`config.mk`:
```
export PLATFORM = sky130hd
export DESIGN_NAME = wdit_top
export DESIGN_NICKNAME = d
export VERILOG_FILES = /design/src/shared/wdit_pkg.sv /design/src/shared/wdit_tick_if.sv /design/src/wdit_prescaler.sv /design/src/wdit_reset_stretch.sv /design/src/wdit_top.sv
export VERILOG_INCLUDE_DIRS = /design/src /design/src/shared
export SDC_FILE = /design/constraint.sdc
export NUM_CORES = 1
export LEC_CHECK = 0
export ABC_CLOCK_PERIOD_IN_PS = 3330
export BUFFER_PORTS_ARGS = -buffer_cell sky130_fd_sc_hd__buf_2
export CAP_MARGIN = 20
export CORE_MARGIN = 10
export CORE_UTILIZATION = 50
export CTS_CLUSTER_DIAMETER = 50
export DETAILED_ROUTE_END_ITERATION = 6
export GPL_ROUTABILITY_DRIVEN = 0
export HOLD_SLACK_MARGIN = 0.15
export PLACE_DENSITY = 0.74
export SYNTH_ARGS = -nofsm -noshare
export SYNTH_HDL_FRONTEND = slang
export SYNTH_HIERARCHICAL = 1
export SYNTH_SLANG_ARGS = --single-unit
```
`constraint.sdc`:
```
create_clock -name core_clk -period 3.33 [get_ports core_clk]
set_clock_uncertainty 0.1 [all_clocks]
set_input_delay 0.4995 -clock core_clk [delete_from_list [all_inputs] [get_ports core_clk]]
set_output_delay 0.4995 -clock core_clk [all_outputs]
set_load 0.005 [all_outputs]
```
`src/shared/wdit_params.svh`:
```
/*
 * offsets, field positions, reset values and counts of the watchdog interval timer.
 * assumes: included by bare name; definitions only.
 */
`ifndef WDIT_PARAMS_SVH
`define WDIT_PARAMS_SVH

// register byte addresses on the avalon slave
`define WDIT_CTRL_ADDR     32'h5200_0000
`define WDIT_RELOAD_ADDR   32'h5200_0004
`define WDIT_COUNT_ADDR    32'h5200_0008

// control field positions
`define WDIT_PRESC_HI      15
`define WDIT_PRESC_LO      8
`define WDIT_EN_BIT        5
`define WDIT_DIV_HI        4
`define WDIT_DIV_LO        3
`define WDIT_IRQ_BIT       2
`define WDIT_RST_BIT       0

// reset values and storable control bits (7, 6 and 1 read as zero)
`define WDIT_CTRL_RESET    16'h8021
`define WDIT_RELOAD_RESET  16'h8000
`define WDIT_COUNT_RESET   16'h8000
`define WDIT_CTRL_MASK     16'hff3d

// length of the system reset pulse in core_clk cycles
`define WDIT_RST_CYCLES    8'h80

`endif

```
`src/shared/wdit_pkg.sv`:
```
/*
 * types shared by the watchdog interval timer modules.
 * assumes: the params header sits beside it.
 */
package wdit_pkg;
    // bus answer phase: wait holds waitrequest high
    typedef enum logic {
        WDIT_BUS_DONE = 1'b0,
        WDIT_BUS_WAIT = 1'b1
    } wdit_bus_state_t;

    // reset stretcher phase
    typedef enum logic {
        WDIT_RST_IDLE = 1'b0,
        WDIT_RST_HOLD = 1'b1
    } wdit_rst_state_t;

    // avalon response codes
    typedef enum logic [1:0] {
        WDIT_RESP_OKAY  = 2'h0,
        WDIT_RESP_SLVERR = 2'h2
    } wdit_resp_t;

    // second division factor from the clock select code
    function automatic logic [7:0] wdit_div_factor(input logic [1:0] sel);
        wdit_div_factor = 8'h10 << sel;
    endfunction
endpackage

```
`src/shared/wdit_tick_if.sv`:
```
/*
 * carrier between the register core, prescaler and reset stretcher.
 * assumes: all three share core_clk.
 */
`timescale 1ns/1ps
interface wdit_tick_if;
    logic       run;      // timer enable
    logic [7:0] presc;    // prescaler setting
    logic [1:0] div_sel;  // division select code
    logic       tick;     // one-cycle count tick
    logic       fire;     // one-cycle reset request
    logic       sys_rst;  // stretched system reset

    modport core (output run, presc, div_sel, fire, input tick, sys_rst);
    modport pre  (input run, presc, div_sel, output tick);
    modport strch (input fire, output sys_rst);
endinterface

```
`src/wdit_prescaler.sv`:
```
/*
 * prescaler and second divider producing the count tick.
 * assumes: settings come from the register core on the same clock.
 */
`timescale 1ns/1ps
module wdit_prescaler
    import wdit_pkg::*;
(
    // clock and reset
    input  wire logic core_clk,
    input  wire logic reset,
    // link to the register core
    wdit_tick_if.pre  tk
);
    typedef struct packed {
        logic [7:0] pre_cnt;  // first stage count
        logic [6:0] div_cnt;  // second stage count
        logic       tick;     // registered tick pulse
    } wdit_pre_state_t;

    wdit_pre_state_t state_ff;
    wdit_pre_state_t nxt_state;
    logic [6:0]      div_last;

    // last value of the second stage for the chosen factor
    assign div_last = 7'(wdit_div_factor(tk.div_sel) - 8'h01);
    assign tk.tick  = state_ff.tick;

    // two cascaded counters; held while disabled
    always_comb begin
        nxt_state      = state_ff;
        nxt_state.tick = 1'b0;
        if (tk.run) begin
            // >= so a lowered setting wraps at once instead of running to 255
            if (state_ff.pre_cnt >= tk.presc) begin
                nxt_state.pre_cnt = 8'h00;
                if (state_ff.div_cnt >= div_last) begin
                    nxt_state.div_cnt = 7'h00;
                    nxt_state.tick    = 1'b1;
                end else begin
                    nxt_state.div_cnt = state_ff.div_cnt + 7'h01;
                end
            end else begin
                nxt_state.pre_cnt = state_ff.pre_cnt + 8'h01;
            end
        end
    end

    always_ff @(posedge core_clk) begin
        if (reset) begin
            state_ff <= '0;
        end else begin
            state_ff <= nxt_state;
        end
    end
endmodule

```
`src/wdit_reset_stretch.sv`:
```
/*
 * stretches a time-out request into a fixed-length system reset.
 * assumes: the request is a one-cycle pulse.
 */
`timescale 1ns/1ps
`include "wdit_params.svh"
module wdit_reset_stretch
    import wdit_pkg::*;
(
    // clock and reset
    input  wire logic  core_clk,
    input  wire logic  reset,
    // link to the register core
    wdit_tick_if.strch tk
);
    typedef struct packed {
        wdit_rst_state_t st;   // idle or holding reset
        logic [7:0]      cnt;  // cycles left minus one
    } wdit_strch_state_t;

    wdit_strch_state_t state_ff;
    wdit_strch_state_t nxt_state;

    assign tk.sys_rst = (state_ff.st == WDIT_RST_HOLD);

    // a request while holding is ignored: the pulse is never cut or grown
    always_comb begin
        nxt_state = state_ff;
        case (state_ff.st)
            WDIT_RST_IDLE: begin
                if (tk.fire) begin
                    nxt_state.st  = WDIT_RST_HOLD;
                    nxt_state.cnt = `WDIT_RST_CYCLES - 8'h01;
                end
            end
            WDIT_RST_HOLD: begin
                if (state_ff.cnt == 8'h00) begin
                    nxt_state.st = WDIT_RST_IDLE;
                end else begin
                    nxt_state.cnt = state_ff.cnt - 8'h01;
                end
            end
            default: begin
                nxt_state.st = WDIT_RST_IDLE;
            end
        endcase
    end

    always_ff @(posedge core_clk) begin
        if (reset) begin
            state_ff <= '{st: WDIT_RST_IDLE, cnt: 8'h00};
        end else begin
            state_ff <= nxt_state;
        end
    end
endmodule

```
`src/wdit_top.sv`:
```
/*
 * watchdog interval timer: avalon register slave, 16-bit down counter,
 * interrupt pulse and stretched system reset.
 * assumes: one clock core_clk at 25 MHz, synchronous reset, inputs
 * already synchronous to core_clk, master obeys avalon waitrequest.
 */
// Local design decision: the Avalon-MM interface to the registers.
// Summary of operation
// - time-out with reset enabled: 128-cycle reset
// - bus clock only, prescaled then divided
// - control 15:8 prescale, divide by setting+1
// - control 4:3 selects 16/32/64/128 divider
// - tick = (setting+1) times factor cycles
// - control bit 5 enables counting
// - control bit 2 gates time-out interrupt
// - control bit 0 gates time-out reset
// - control resets to 0x8021
// - enabling does not load the reload value
// - reload after each time-out, first from 0x8000
// - reload register, 16 bits, resets 0x8000
// - count register readable, writable, resets 0x8000
// - 16-bit down count, time-out at zero
// - debug acknowledge blocks the reset output
`timescale 1ns/1ps
`include "wdit_params.svh"
module wdit_top
    import wdit_pkg::*;
(
    // clock and reset
    input  wire logic        core_clk,
    input  wire logic        reset,
    // avalon-mm slave
    input  wire logic [31:0] avs_address,
    input  wire logic        avs_read,
    input  wire logic        avs_write,
    input  wire logic [31:0] avs_writedata,
    input  wire logic [3:0]  avs_byteenable,
    output logic [31:0]      avs_readdata,
    output logic [1:0]       avs_response,
    output logic             avs_waitrequest,
    // processor core debug state
    input  wire logic        core_debug_acknowledge,
    // events
    output logic             timeout_irq,
    output logic             system_reset
);

    // all state of the register core
    typedef struct packed {
        wdit_bus_state_t bus;     // answer phase of the slave
        logic [15:0]     ctrl;    // watchdog_control
        logic [15:0]     reload;  // watchdog_reload_value
        logic [15:0]     count;   // watchdog_current_count
        logic [31:0]     rdata;   // registered read data
        logic [1:0]      resp;    // registered response code
        logic            irq;     // interrupt pulse
        logic            fire;    // reset request to the stretcher
    } wdit_core_state_t;

    wdit_core_state_t state_ff;   // registered state
    wdit_core_state_t nxt_state;  // next state

    // decoded access of the current cycle
    logic             req;        // read or write pending
    logic             wr_take;    // write completes at this edge
    logic             hit_ctrl;   // control selected
    logic             hit_reload; // reload selected
    logic             hit_count;  // count selected
    logic             hit_any;    // any mapped register
    logic             timeout;    // count expires this cycle
    logic             rst_allow;  // reset output may fire

    // carrier to the prescaler and stretcher
    wdit_tick_if tk ();

    // merge a write into a 16-bit register by byte lanes
    function automatic logic [15:0] merge16(
        input logic [15:0] old,
        input logic [31:0] wd,
        input logic [3:0]  be
    );
        logic [15:0] res;
        res = old;
        if (be[0]) begin
            res[7:0] = wd[7:0];
        end
        if (be[1]) begin
            res[15:8] = wd[15:8];
        end
        merge16 = res;
    endfunction

    // settings for the prescaler come straight from the control register
    assign tk.run     = state_ff.ctrl[`WDIT_EN_BIT];
    assign tk.presc   = state_ff.ctrl[`WDIT_PRESC_HI:`WDIT_PRESC_LO];
    assign tk.div_sel = state_ff.ctrl[`WDIT_DIV_HI:`WDIT_DIV_LO];
    assign tk.fire    = state_ff.fire;

    // outputs, each straight from a flip-flop
    assign avs_readdata    = state_ff.rdata;
    assign avs_response    = state_ff.resp;
    assign avs_waitrequest = logic'(state_ff.bus);
    assign timeout_irq     = state_ff.irq;
    assign system_reset    = tk.sys_rst;

    // address decode; only whole-word addresses hit
    assign hit_ctrl   = (avs_address == `WDIT_CTRL_ADDR);
    assign hit_reload = (avs_address == `WDIT_RELOAD_ADDR);
    assign hit_count  = (avs_address == `WDIT_COUNT_ADDR);
    assign hit_any    = hit_ctrl | hit_reload | hit_count;

    // a request is pending whenever the master drives read or write
    assign req = avs_read | avs_write;

    // the write lands only at the edge where waitrequest is seen low
    assign wr_take = avs_write & (state_ff.bus == WDIT_BUS_DONE);

    // time-out: a tick arrives while enabled and the count sits at zero;
    // the enable term stops a tick already in flight after a disable
    assign timeout = tk.tick & state_ff.ctrl[`WDIT_EN_BIT]
                   & (state_ff.count == 16'h0000);

    // debug acknowledge masks the reset, never the interrupt
    assign rst_allow = state_ff.ctrl[`WDIT_RST_BIT]
                     & ~core_debug_acknowledge;

    // register core next-state logic
    always_comb begin
        nxt_state      = state_ff;
        nxt_state.irq  = 1'b0;
        nxt_state.fire = 1'b0;

        // slave handshake: one wait cycle, then one answer cycle
        case (state_ff.bus)
            WDIT_BUS_WAIT: begin
                if (req) begin
                    // the answer is prepared now and shown next cycle
                    nxt_state.bus   = WDIT_BUS_DONE;
                    nxt_state.rdata = 32'h0000_0000;
                    nxt_state.resp  = WDIT_RESP_OKAY;
                    if (!hit_any) begin
                        // unmapped: zero data and an error response
                        nxt_state.resp = WDIT_RESP_SLVERR;
                    end else if (avs_read) begin
                        if (hit_ctrl) begin
                            // reserved bits are never stored, so read zero
                            nxt_state.rdata[15:0] = state_ff.ctrl;
                        end else if (hit_reload) begin
                            nxt_state.rdata[15:0] = state_ff.reload;
                        end else begin
                            // live count; a snapshot one cycle old
                            nxt_state.rdata[15:0] = state_ff.count;
                        end
                    end
                end
            end
            WDIT_BUS_DONE: begin
                // transfer completes at this edge; back to waiting
                nxt_state.bus = WDIT_BUS_WAIT;
            end
            default: begin
                nxt_state.bus = WDIT_BUS_WAIT;
            end
        endcase

        // down counter; held while the enable bit is clear
        if (timeout) begin
            // reload only after a time-out, never on enabling
            nxt_state.count = state_ff.reload;
            // interrupt only when its enable bit is set
            nxt_state.irq  = state_ff.ctrl[`WDIT_IRQ_BIT];
            nxt_state.fire = rst_allow;
        end else if (tk.tick & state_ff.ctrl[`WDIT_EN_BIT]) begin
            nxt_state.count = state_ff.count - 16'h0001;
        end

        // software writes; a count write beats a tick in the same cycle
        if (wr_take & hit_ctrl) begin
            // reserved bits 7, 6 and 1 are dropped on write
            nxt_state.ctrl = merge16(state_ff.ctrl, avs_writedata, avs_byteenable)
                           & `WDIT_CTRL_MASK;
        end
        if (wr_take & hit_reload) begin
            nxt_state.reload = merge16(state_ff.reload, avs_writedata,
                                       avs_byteenable);
        end
        if (wr_take & hit_count) begin
            nxt_state.count = merge16(state_ff.count, avs_writedata,
                                      avs_byteenable);
        end
    end

    // register core state; control reset value enables the watchdog at once
    always_ff @(posedge core_clk) begin
        if (reset) begin
            state_ff.bus    <= WDIT_BUS_WAIT;
            state_ff.ctrl   <= `WDIT_CTRL_RESET;
            state_ff.reload <= `WDIT_RELOAD_RESET;
            state_ff.count  <= `WDIT_COUNT_RESET;
            state_ff.rdata  <= 32'h0000_0000;
            state_ff.resp   <= WDIT_RESP_OKAY;
            state_ff.irq    <= 1'b0;
            state_ff.fire   <= 1'b0;
        end else begin
            state_ff <= nxt_state;
        end
    end

    // tick generator: prescaler then second divider
    wdit_prescaler u_pre (
        .core_clk (core_clk),
        .reset    (reset),
        .tk       (tk.pre)
    );

    // stretcher: holds the system reset for the fixed length
    wdit_reset_stretch u_strch (
        .core_clk (core_clk),
        .reset    (reset),
        .tk       (tk.strch)
    );

endmodule

```
==> results.ini <==
[detailed_routing]
ant_nets=0
num_vias=4291
top_layer=met4
dr_wl_met3_um=1170
drc=0
first_pass_iters=5
vias_per_cell=5.66
wl_met1_um=5370
wl_per_cell_um=16.1
dr.first_iter.drc_count=325
postRouteWirelength_um=12200
wl_met2_um=5520

[critical_path]
criticalPathCategory=flop to flop
reg2reg_slack_ps=520
r2r_start=state_ff[36]$_SDFFE_PP0P_
reg2reg_to=state_ff[39]$_SDFFE_PP0P_
end_kind=flop
required_ps=3470
path_delay_family=simple AND/OR/NAND/NOR gates
worstPathArrival_ps=2950
crit_slowest_cell=or4_4
r2r_cells=8
cp_num_buf_inv=1
path_cells=inv_1 > ha_1 > or4b_1 > or4_4 > or2_1 > mux2_4 > o22ai_2 > nor3_1
slowest_delay_ps=510
cp_max_fo=10
start_kind=flop

[clock_tree]
clockRootBuffer=clkbuf_8
clock_path_buffers=2
cts_tree=done
cts_hold_buf=0
cts_setup_buffers=0
htreeDepth=3
worst_skew_pair.late_latency_ps=360
cts_buffers=9
ctsResizeCount=0
cts_num_sinks=90
clk_pin_slew_ps=100

[layout]
areaGrowthSynthToFinish_pct=8.33
final_core_util_pct=55.6
n_antenna_cell=0
fin_nets=710
fin_area_mm2=0.00543
drive_gt1_share_pct=20.3

[synthesis]
netlist-cell-type-count=69
synth-edff-count=0
synth_top_area_share_pct=35.9
seq_area_frac_synth_pct=35.9
synth_area_leaders=dfxtp_1, mux2i_1, nor2_1
synth_fa_ha_area_share_pct=3.99
synth_mux_area_share_pct=8.51
ys_seq_elements=90
synth.most_common_cell=dfxtp_1
synthSimpleGateAreaFrac_pct=21.8
syn_area_per_cell_um2=8.77
synth_common_cells=dfxtp_1, nor2_1, mux2i_1
netlist_area_mm2=0.00502
synth.largest_area_cell=dfxtp_1
synth-compound-area-share_pct=16.3
synth_top_family_by_area=simple AND/OR/NAND/NOR gates
synth-async-reset-ratio_pct=0
yosysWarnings=6
synthFlopType=dfxtp_1
synthCells=572
synth_xor_area_share_pct=2.97

[placed_design]
place_hpwl_um=9100
port_buffers=74
place_area_mm2=0.00526

[die]
die_w_um=120
rows=36
io_pins=110
initial_core_util_pct=51.3
core_mm2=0.00977
dieArea_mm2=0.0144
fp.dieH_um=120

[grt]
antenna_found_initial=0
grt.total_usage_pct=16.8
grt_pass1_vias=4235
grt_max_degree=82
grt_pass1_wl_um=20400
grt.overflow.total=0

[timing]
tightest_slew_ps=662
drv_slew=0
rsz0062_at_grt=false
timing.final.crit_share_pct=84.4
slew-limit-headroom_pct=55.7
max_clock_freq_mhz=356
post-route-min-period_ps=2810
setup-violations-final=0
setup_tns_ps=0
hold_viol=0

[power]
ir_drop_mv=0.236
p_per_area_mw_per_mm2=347
leakage_nw=2.40

[min_path]
hold_class=input pin to flop
holdPathEnd=tk.fire$_SDFF_PP0_
holdPathStages=2
min_from=core_debug_acknowledge

[job]
maxCapViolCount=0

[status]
status=finished, final reports clean

-- per-layer routing --
metal	GRT usage (%)	up-vias
met5	0	-
met4	4.22	0
met3	6.19	15
met2	26.9	171
met1	21.1	1997
li1	-	2108
-- cell type report --
cell class                 instances  area [um2]
timing repair buffer              83         450
clock inverter                     5        38.8
sequential                        90        1800
fill                             922        4340
inverter                          23        86.3
clock buffer                      10         138
tap                              133         166
multi-input combinational        414        2750
-- cell families after synthesis --
family                     after synthesis
and+or+nand+nor                        212
AOI/OAI and AO/OA                      110
other                                    1
muxes                                   42
DFF                                     90
xor gates and xnor gates                17
adders and majority gates               16
buffers and inverters                   84
-- worst max path at each step --
stage | start | endpoint | slack [ps] | depth (start not counted)
after detailed placement | avs_address[20] | state_ff[67]$_SDFFE_PP1P_ | 540 | 7
after global placement | state_ff[36]$_SDFFE_PP0P_ | state_ff[39]$_SDFFE_PP0P_ | 580 | 8
after floorplan | state_ff[36]$_SDFFE_PP0P_ | state_ff[39]$_SDFFE_PP0P_ | 640 | 11
final | state_ff[36]$_SDFFE_PP0P_ | state_ff[39]$_SDFFE_PP0P_ | 520 | 8
after global routing | state_ff[36]$_SDFFE_PP0P_ | state_ff[39]$_SDFFE_PP0P_ | 420 | 8
after CTS | state_ff[36]$_SDFFE_PP0P_ | state_ff[39]$_SDFFE_PP0P_ | 530 | 8
-- registers in the layout, indices dropped and copies added (netlist names) --
signal	cells
u_strch/tk.sys_rst	1
avs_readdata	16
timeout_irq	1
u_pre/state_ff	15
u_strch/state_ff	8
avs_response	1
tk.fire	1
avs_waitrequest	1
state_ff	45
u_pre/tk.tick	1
-- where the power goes --
part           switching, mW  internal (mW)
Sequential           0.00655           1.08
Clock                  0.399          0.290
Combinational         0.0646         0.0464
Total                  0.470           1.42
-- through the flow --
stage                     std cells  setup slack (ps)  hold slack, ps  power [mW]
after CTS                       758               530             213        1.89
after floorplan                 588               635             343        1.18
final                           758               519             224        1.89
after global routing            758               417             202        1.96
after global placement          743               578             355        1.22
after detailed placement        743               543             361        1.22
-- cells in the final DEF (no fill, tap or decap), types with 3 or more instances in the layout --
cell and count:
a211oi_1 4, a21oi_1 32, a22o_1 16, a31oi_1 3, and3_1 4, buf_2 74
buf_4 8, clkbuf_8 10, clkinvlp_4 4, conb_1 17, dfxtp_1 90, ha_1 16
inv_1 23, mux2i_1 40, nand2_1 15, nand2b_1 4, nand3_1 14, nand3b_1 3
nand4_1 9, nor2_1 85, nor2b_1 3, nor3_1 28, nor3b_1 4, nor4_1 8
nor4b_1 3, o21a_1 3, o21ai_0 13, o22ai_1 5, o31a_1 3, o31ai_1 3
o32ai_2 5, or3_1 11, or3_2 4, or4_4 3, xnor2_1 9, xor2_1 8
Note: power is estimated with default switching activity, not from simulation.
